<file path="src/rtl/keypad_cfg_pkg.sv">
// constants shared by the keypad configuration and supervision logic
// assumes a 10 MHz system clock and static switch straps
// Functional notes
// RL1 - the unit address is the four weighted switches 8,4,2,1, and all-off means address 16.
// RL2 - the panel maps addresses 1 to 8 to door entries and 9 to 16 to door exits.
// RL3 - the panel handles at most sixteen keypad addresses on one link.
// RL4 - the panel reads a keypad's address before doing anything involving it.
// RL5 - a duplicate address seen on the link flashes the red front indicator.
// RL6 - on the older variant the timeout switch picks 15 s when on and 10 s when off.
// RL7 - no keystroke within the timeout discards the entry and returns to the reset state.
// RL8 - an enabled tamper flashes all indicators red and disables the unit, and the panel alarms.
// RL9 - key test shows each key in binary on the bottom indicators, hash 10, star 11, start 12.
// RL10 - display test lights each digit in turn with all segments on, showing 8.
// RL11 - on the newer variant the dual-reader switch enables the second reader port.
// RL12 - the format switch picks mag stripe when off and Wiegand when on, for both ports.
// RL13 - the style switch picks swipe when off and insert when on, for both ports.
// RL14 - on the newer variant the tamper-enable switch on enables tamper detection.
// RL15 - on the newer variant tests run only with test-enable on; test-select off is display, on is key.
// RL16 - switch inputs are debounced after reset and the decoded settings are held stable.
package keypad_cfg_pkg;
    localparam int unsigned CLK_HZ = 10_000_000;
    localparam int unsigned TIMEOUT_LONG_S = 15;
    localparam int unsigned TIMEOUT_SHORT_S = 10;
    localparam int unsigned TIMEOUT_LONG_CYC = TIMEOUT_LONG_S * CLK_HZ;
    localparam int unsigned TIMEOUT_SHORT_CYC = TIMEOUT_SHORT_S * CLK_HZ;
    localparam int unsigned DEBOUNCE_MS = 20;
    localparam int unsigned DEBOUNCE_CYC = DEBOUNCE_MS * (CLK_HZ / 1000);
    localparam int unsigned FLASH_MS = 250;
    localparam int unsigned FLASH_CYC = FLASH_MS * (CLK_HZ / 1000);
    localparam int unsigned STEP_MS = 500;
    localparam int unsigned STEP_CYC = STEP_MS * (CLK_HZ / 1000);
    localparam logic [4:0] ADDR_ALL_OFF = 5'h10;
    localparam logic [3:0] KEY_HASH = 4'ha;
    localparam logic [3:0] KEY_STAR = 4'hb;
    localparam logic [3:0] KEY_START = 4'hc;
    localparam logic [6:0] SEG_EIGHT = 7'h7f;
    localparam int unsigned SW_COUNT = 10;
    // switch bit positions, 0 = weight-8 address switch
    localparam int unsigned SW_TIMEOUT_DUAL = 4;
    localparam int unsigned SW_TAMPER_FMT = 5;
    localparam int unsigned SW_KEYTEST_STYLE = 6;
    localparam int unsigned SW_DISP_TAMPER = 7;
    localparam int unsigned SW_TEST_SEL = 8;
    localparam int unsigned SW_TEST_EN = 9;
    localparam logic [SW_COUNT-1:0] SW_RESET = 10'h000;
    typedef enum logic [1:0] {MODE_RUN, MODE_KEYTEST, MODE_DISPTEST, MODE_TAMPER} mode_t;
endpackage : keypad_cfg_pkg

</file>
<file path="src/rtl/switch_debounce.sv">
// debouncer for a bank of static configuration switches
// assumes inputs synchronous to the clock and a synchronised reset
`timescale 1ns/1ns
`default_nettype none
module switch_debounce
    import keypad_cfg_pkg::*;
#(
    parameter int unsigned WIDTH = SW_COUNT,
    parameter int unsigned STABLE_CYC = DEBOUNCE_CYC
)
(
    input wire logic i_clk_sys,
    input wire logic i_rst_n,
    input wire logic [WIDTH-1:0] i_raw,
    output logic [WIDTH-1:0] o_clean,
    output logic o_valid
);
    // refuse parameter values the counter cannot serve
    if (STABLE_CYC < 1 || WIDTH < 1)
    begin : g_bad_param
        $error("switch_debounce: bad parameters");
    end

    logic [WIDTH-1:0] last_r;
    logic [31:0] cnt_r;

    // --------------------------------------------------------------
    // settle counter: accept once inputs hold still long enough
    // --------------------------------------------------------------
    always_ff @(posedge i_clk_sys or negedge i_rst_n)
    begin
        if (!i_rst_n)
        begin
            last_r <= '0;
            cnt_r <= '0;
            o_clean <= '0;
            o_valid <= 1'b0;
        end
        else
        begin
            last_r <= i_raw;
            if (i_raw != last_r)
                cnt_r <= '0;
            else if (cnt_r < STABLE_CYC)
                cnt_r <= cnt_r + 32'h1;
            else
            begin
                o_clean <= i_raw; // [RL16]
                o_valid <= 1'b1;
            end
        end
    end
endmodule : switch_debounce
`default_nettype wire

</file>
<file path="src/rtl/keypad_config.sv">
// keypad reader configuration decode, entry timeout, tamper and test modes
// assumes switch, key and link-status inputs synchronous to i_clk_sys
`timescale 1ns/1ns
`default_nettype none
module keypad_config
    import keypad_cfg_pkg::*;
#(
    parameter int unsigned TO_LONG_CYC = TIMEOUT_LONG_CYC,
    parameter int unsigned TO_SHORT_CYC = TIMEOUT_SHORT_CYC,
    parameter int unsigned DEB_CYC = DEBOUNCE_CYC,
    parameter int unsigned FLASH_HALF_CYC = FLASH_CYC,
    parameter int unsigned STEP_LEN_CYC = STEP_CYC,
    parameter int unsigned DIGITS = 4
)
(
    input wire logic i_clk_sys,
    input wire logic i_reset_n,
    input wire logic i_newer_variant,
    input wire logic i_addr_weight8_switch,
    input wire logic i_addr_weight4_switch,
    input wire logic i_addr_weight2_switch,
    input wire logic i_addr_weight1_switch,
    input wire logic i_timeout_or_dual_reader_switch,
    input wire logic i_tamper_or_format_switch,
    input wire logic i_keytest_or_style_switch,
    input wire logic i_display_test_or_tamper_switch,
    input wire logic i_test_select_switch,
    input wire logic i_test_enable_switch,
    input wire logic i_key_strobe,
    input wire logic [3:0] i_key_code,
    input wire logic i_entry_active,
    input wire logic i_dup_addr_seen,
    input wire logic i_tamper_sense,
    output logic [4:0] o_unit_address,
    output logic o_cfg_valid,
    output logic o_entry_abort,
    output logic o_reader2_enable,
    output logic o_fmt_wiegand,
    output logic o_style_insert,
    output logic o_tamper_alarm,
    output logic o_device_disabled,
    output logic o_red_front,
    output logic o_all_red,
    output logic [3:0] o_bottom_leds,
    output logic [DIGITS-1:0] o_digit_sel,
    output logic [6:0] o_segments
);
    // refuse parameter values the counters and digit index cannot serve
    if (TO_LONG_CYC < 2 || TO_SHORT_CYC < 2 || DIGITS < 1 || DIGITS > 16 ||
        FLASH_HALF_CYC < 1 || STEP_LEN_CYC < 1)
    begin : g_bad_param
        $error("keypad_config: unsupported parameter values");
    end

    // --------------------------------------------------------------
    // reset release through two flops
    // --------------------------------------------------------------
    logic rst_s1_r;
    logic rst_n;
    always_ff @(posedge i_clk_sys or negedge i_reset_n)
    begin
        if (!i_reset_n)
        begin
            rst_s1_r <= 1'b0;
            rst_n <= 1'b0;
        end
        else
        begin
            rst_s1_r <= 1'b1;
            rst_n <= rst_s1_r;
        end
    end

    // --------------------------------------------------------------
    // switch debounce and hold
    // --------------------------------------------------------------
    logic [SW_COUNT-1:0] sw;
    logic cfg_ok;
    switch_debounce #(.WIDTH(SW_COUNT), .STABLE_CYC(DEB_CYC)) u_deb (
        .i_clk_sys(i_clk_sys),
        .i_rst_n(rst_n),
        .i_raw({i_test_enable_switch, i_test_select_switch,
                i_display_test_or_tamper_switch, i_keytest_or_style_switch,
                i_tamper_or_format_switch, i_timeout_or_dual_reader_switch,
                i_addr_weight1_switch, i_addr_weight2_switch,
                i_addr_weight4_switch, i_addr_weight8_switch}),
        .o_clean(sw),
        .o_valid(cfg_ok)
    );

    // weights 8,4,2,1; all off reads as 16
    function automatic logic [4:0] decode_addr(input logic [3:0] bits);
        decode_addr = (bits == 4'h0) ? ADDR_ALL_OFF : {1'b0, bits};
    endfunction : decode_addr

    // decoded mode from the switches, per variant
    logic tamper_en;
    logic keytest_req;
    logic disptest_req;
    assign tamper_en = i_newer_variant ? sw[SW_DISP_TAMPER] : sw[SW_TAMPER_FMT]; // [RL14]
    assign keytest_req = i_newer_variant ? (sw[SW_TEST_EN] & sw[SW_TEST_SEL])
                                         : sw[SW_KEYTEST_STYLE]; // [RL15]
    assign disptest_req = i_newer_variant ? (sw[SW_TEST_EN] & ~sw[SW_TEST_SEL])
                                          : sw[SW_DISP_TAMPER]; // [RL15]

    // --------------------------------------------------------------
    // registered configuration outputs
    // --------------------------------------------------------------
    always_ff @(posedge i_clk_sys or negedge rst_n)
    begin
        if (!rst_n)
        begin
            o_unit_address <= ADDR_ALL_OFF;
            o_cfg_valid <= 1'b0;
            o_reader2_enable <= 1'b0;
            o_fmt_wiegand <= 1'b0;
            o_style_insert <= 1'b0;
        end
        else
        begin
            o_cfg_valid <= cfg_ok;
            // sw[0] is the weight-8 switch, so the bits are reversed into place
            o_unit_address <= decode_addr({sw[0], sw[1], sw[2], sw[3]}); // [RL1]
            o_reader2_enable <= i_newer_variant & sw[SW_TIMEOUT_DUAL]; // [RL11]
            o_fmt_wiegand <= i_newer_variant & sw[SW_TAMPER_FMT]; // [RL12]
            o_style_insert <= i_newer_variant & sw[SW_KEYTEST_STYLE]; // [RL13]
        end
    end

    // --------------------------------------------------------------
    // mode machine: tamper latches and dominates
    // --------------------------------------------------------------
    mode_t mode_r;
    always_ff @(posedge i_clk_sys or negedge rst_n)
    begin
        if (!rst_n)
            mode_r <= MODE_RUN;
        else
        begin
            case (mode_r)
                MODE_TAMPER: mode_r <= MODE_TAMPER;
                default:
                begin
                    if (cfg_ok && tamper_en && i_tamper_sense)
                        mode_r <= MODE_TAMPER; // [RL8] [RL14]
                    else if (cfg_ok && keytest_req)
                        mode_r <= MODE_KEYTEST; // [RL9]
                    else if (cfg_ok && disptest_req)
                        mode_r <= MODE_DISPTEST; // [RL10]
                    else
                        mode_r <= MODE_RUN;
                end
            endcase
        end
    end

    // --------------------------------------------------------------
    // flash divider (toggles flash_r) and display step divider (advances digit_r)
    // --------------------------------------------------------------
    logic [31:0] flash_cnt_r;
    logic flash_r;
    logic [31:0] step_cnt_r;
    logic [3:0] digit_r;
    always_ff @(posedge i_clk_sys or negedge rst_n)
    begin
        if (!rst_n)
        begin
            flash_cnt_r <= '0;
            flash_r <= 1'b0;
        end
        else if (flash_cnt_r >= FLASH_HALF_CYC - 1)
        begin
            flash_cnt_r <= '0;
            flash_r <= ~flash_r;
        end
        else
            flash_cnt_r <= flash_cnt_r + 32'h1;
    end

    always_ff @(posedge i_clk_sys or negedge rst_n)
    begin
        if (!rst_n)
        begin
            step_cnt_r <= '0;
            digit_r <= '0;
        end
        else if (mode_r != MODE_DISPTEST)
        begin
            step_cnt_r <= '0;
            digit_r <= '0;
        end
        else if (step_cnt_r >= STEP_LEN_CYC - 1)
        begin
            step_cnt_r <= '0;
            digit_r <= (digit_r == 4'(DIGITS - 1)) ? 4'h0 : digit_r + 4'h1; // [RL10]
        end
        else
            step_cnt_r <= step_cnt_r + 32'h1;
    end

    // --------------------------------------------------------------
    // inter-key timeout (older variant switch selects length)
    // --------------------------------------------------------------
    logic [31:0] to_cnt_r;
    logic [31:0] to_limit;
    assign to_limit = (!i_newer_variant && sw[SW_TIMEOUT_DUAL]) ? TO_LONG_CYC
                                                                 : TO_SHORT_CYC; // [RL6]
    always_ff @(posedge i_clk_sys or negedge rst_n)
    begin
        if (!rst_n)
        begin
            to_cnt_r <= '0;
            o_entry_abort <= 1'b0;
        end
        else
        begin
            o_entry_abort <= 1'b0;
            if (!i_entry_active || i_key_strobe || mode_r != MODE_RUN)
                to_cnt_r <= '0;
            else if (to_cnt_r >= to_limit - 1)
            begin
                to_cnt_r <= '0;
                o_entry_abort <= 1'b1; // [RL7]
            end
            else
                to_cnt_r <= to_cnt_r + 32'h1;
        end
    end

    // --------------------------------------------------------------
    // indicators
    // --------------------------------------------------------------
    logic dup_r;
    always_ff @(posedge i_clk_sys or negedge rst_n)
    begin
        if (!rst_n)
        begin
            dup_r <= 1'b0;
            o_red_front <= 1'b0;
            o_all_red <= 1'b0;
            o_tamper_alarm <= 1'b0;
            o_device_disabled <= 1'b0;
            o_bottom_leds <= '0;
            o_digit_sel <= '0;
            o_segments <= '0;
        end
        else
        begin
            dup_r <= i_dup_addr_seen;
            o_red_front <= dup_r & flash_r; // [RL5]
            o_all_red <= (mode_r == MODE_TAMPER) & flash_r; // [RL8]
            o_tamper_alarm <= (mode_r == MODE_TAMPER); // [RL8]
            o_device_disabled <= (mode_r == MODE_TAMPER);
            if (mode_r == MODE_KEYTEST && i_key_strobe)
                o_bottom_leds <= i_key_code; // [RL9]
            else if (mode_r != MODE_KEYTEST)
                o_bottom_leds <= '0;
            if (mode_r == MODE_DISPTEST)
            begin
                o_digit_sel <= DIGITS'(1) << digit_r; // [RL10]
                o_segments <= SEG_EIGHT;
            end
            else
            begin
                o_digit_sel <= '0;
                o_segments <= '0;
            end
        end
    end
endmodule : keypad_config
`default_nettype wire

</file>
<file path="config.mk">
export PLATFORM = sky130hd
export DESIGN_NAME = keypad_config
export DESIGN_NICKNAME = d
export VERILOG_FILES = /design/src/rtl/keypad_cfg_pkg.sv /design/src/rtl/switch_debounce.sv /design/src/rtl/keypad_config.sv
export SDC_FILE = /design/constraint.sdc
export NUM_CORES = 1
export LEC_CHECK = 0
export BUFFER_PORTS_ARGS = -buffer_cell sky130_fd_sc_hd__buf_2
export CELL_PAD_IN_SITES_DETAIL_PLACEMENT = 0
export CELL_PAD_IN_SITES_GLOBAL_PLACEMENT = 2
export CORE_MARGIN = 5
export CORE_UTILIZATION = 42
export CTS_BUF_LIST = sky130_fd_sc_hd__clkbuf_2 sky130_fd_sc_hd__clkbuf_4 sky130_fd_sc_hd__clkbuf_8
export DETAILED_ROUTE_END_ITERATION = 7
export PLACE_DENSITY_LB_ADDON = 0.1
export SLEW_MARGIN = 5
export SYNTH_ARGS = -nofsm -noshare
export SYNTH_HDL_FRONTEND = slang
export SYNTH_SLANG_ARGS = --single-unit
</file>
<file path="constraint.sdc">
create_clock -name i_clk_sys -period 5.9 [get_ports i_clk_sys]
set_input_delay 1.18 -clock i_clk_sys [delete_from_list [all_inputs] [get_ports i_clk_sys]]
set_output_delay 1.18 -clock i_clk_sys [all_outputs]
set_load 0.02 [all_outputs]
</file>
==> results.tsv <==
metric	value	unit
status	finished, final reports clean	
Seq/Total Area, Yosys	56.6	%
most instantiated cells after synthesis	dfrtp_1 (180), nor2_1 (87), xor2_1 (58)	
fill count	1756	
drc violations	0	
die height	148	µm
Critical R2R Launch	u_deb.cnt_r[15]	
antenna violations before repair	1	
Post-synth EDFFs	0	
row count	50	
Final HPWL DP	9780	µm
Worst Max-Slew Pin Slew	1.00	ns
#FFs+latches synth	181	
detailed-route via count	5162	
largest net degree at the start of global routing	80	
ratio of cells with drive above 1 in the final layout	18.0	%
mean area per synthesized cell	11.3	µm²
Synth Flop Type	dfrtp_1	
final instance area	8900	µm²
antenna viol nets, final	0	
area share of the largest cell type after synthesis	56.3	%
max incr delay on CP	0.40	ns
slowest cell on the critical path	or4_1	
max cap viols	0	
CP cell instances	buf_2 > nor2b_4 > inv_2 > ha_1 > or4_1 > a31oi_1 > a221oi_1 > o31ai_2 > nand4_2 > buf_4 > nor3_2	
I/O pin count	50	
die area	21900	µm²
count leader, synth	dfrtp_1	
Hold Vio Cnt, Final	0	
Area Overhead vs Synth	11.2	%
maximum fanout along the worst path	30	
area leader, netlist	dfrtp_1	
vias per std cell	5.07	
total power	2.17	mW
WL final	14500	µm
LEAKAGE	3.83	nW
Setup Buffers After CTS	0	
post-synthesis instance area	8000	µm²
TritonCTS clock tree	built	
CTS Buf Count	17	
DR pass1 iterations	4	
Max H-tree Level	4	
Synth async-reset ratio	100	%
drt first-iter violations	227	
max-slew violation count	0	
hold path startpoint	rst_s1_r	
arrival time at the worst endpoint	3.35	ns
Die Span X	148	µm
Starting Density	42.8	%
IO Port Bufs	49	
Setup CP Type	input port to flop	
crit path buf inv count	3	
max_slew headroom	33.1	%
RSZ-0062 raised after global routing	no	
Skew-Pair Late Insertion Delay	0.45	ns
Setup TNS	0	ns
final period utilization	50.7	%
power per standard cell area	244	nW/µm²
Post-Syn Instances	708	
gr usage total	14.2	%
Crit path required time	6.25	ns
CP Capture Type	flop	
Num Clock Sinks	181	
routability congestion estimate	0.770	
min-delay worst type	flop to flop	
synth top area cells	dfrtp_1 (56%), xor2_1 (6.3%), nor2_1 (4.1%)	
final net count	800	
global-route wire length before repair	25400	µm
Period minus WS final	2.99	ns
endpoints failing setup	0	
Setup crit start kind	input port	
dominant delay contributor by cell family on the critical path	simple AND/OR/NAND/NOR gates	
YS warnings	0	
vias in the first global route	5237	
Peak Freq	334	MHz
clock buffer depth	2	
grt ovf	0	
crit path from	i_newer_variant	
Finished Core Util	47.6	%
post-CTS sizing	0	
CTS clock-pin slew for the worst setup and hold paths	0.08	ns
CTS Hold Bufs	0	
area of placed instances	8490	µm²
WL per Instance	14.3	µm
Max IR drop VDD	0.000132	V
clock skew	0.0161	ns
core area	18700	µm²
clock root buffer	clkbuf_8	
ANT cells	0	
post-synthesis cell type count	60	
[worst register-to-register path: cells and delay by family, from the launching register on]
kind	cells	cell delay (ns)
AOI/OAI and AO/OA	1	0.33
DFF	1	0.41
muxes	1	0.39
and+or+nand+nor	3	1.23
[cell usage in the layout (no fill, tap or decap), types with 4 or more instances in the layout]
cell type / instances
dfrtp_1: 179
nor2_1: 87
xor2_1: 58
buf_2: 49
nand3_1: 39
nand2_1: 37
nor3_2: 29
xnor2_1: 28
nand4_1: 23
conb_1: 23
and2_1: 21
clkbuf_8: 19
and3_1: 17
nor3_1: 13
inv_1: 13
o21ai_0: 13
nor4_1: 12
mux2_2: 12
a21oi_1: 10
and4_1: 9
or3_1: 8
ha_1: 8
clkinvlp_4: 6
nor3b_1: 5
mux2i_1: 5
buf_4: 5
or4_1: 4
[cells by family (layout without fill, tap and decap cells)]
group | Yosys count | in the layout | synth area share, %
simple gates | 322 | 322 | 23.0
flops | 181 | 181 | 56.6
xor+xnor | 86 | 86 | 9.42
buf+inv | 45 | 100 | 2.96
fa+ha+maj | 8 | 8 | 1.25
mux | 17 | 17 | 2.31
compound gates | 47 | 47 | 4.32
other cells | 2 | 23 | 0.0939
[final timing paths]
path | depth (start not counted) | end | slack [ns]
max | 11 | to_cnt_r[14] | 2.91
min | 0 | rst_n | 0.37
max reg2reg | 5 | u_deb.o_clean[4] | 3.41
min reg2reg | 0 | rst_n | 0.37
max in group asynchronous | 1 | o_digit_sel[1] | 4.04
min in group asynchronous | 0 | u_deb.last_r[5] | 0.41
[final cells by class]
cell class              count  area, µm²  area share (%)
clock buffers              19        262            2.94
clock inverters            13        148            1.66
inverters                  14       52.6           0.591
multi-input cells         503       3330            37.4
flip-flops and latches    181       4530            51.0
well taps                 234        293            3.29
repair buffers             54        283            3.18
[per-stage QoR]
stage          cells  hold WS [ns]  worst slack [ns]
4_1_cts         1018         0.372              2.94
3_5_place_dp     986         0.337              2.43
5_1_grt         1018         0.384              2.71
3_3_place_gp     986         0.334              2.45
6_report        1018         0.369              2.91
2_1_floorplan    729         0.331             0.485
[registers in the layout, summed over array words and instances, names as in the netlist, 2 cells and up]
name / count
digit_r: 4
flash_cnt_r: 32
mode_r: 2
o_bottom_leds: 4
o_digit_sel: 4
o_unit_address: 5
step_cnt_r: 32
to_cnt_r: 32
u_deb.cnt_r: 32
u_deb.last_r: 10
u_deb.o_clean: 10
[where the power goes]
group / internal [mW] / switching, mW
clock network: 0.404 / 0.454
registers: 1.25 / 0.0117
logic: 0.0132 / 0.0377
total: 1.67 / 0.503
[metal layers]
metal | GRT usage (%) | up-vias | share of wire (%)
met1 | 19.5 | 2565 | 48
met5 | 0 | - | 0.048
met4 | 3.88 | 2 | 0.79
li1 | - | 2539 | -
met2 | 22.4 | 47 | 48
met3 | 3.59 | 9 | 2.9
Note: power is estimated with default switching activity, not from simulation.
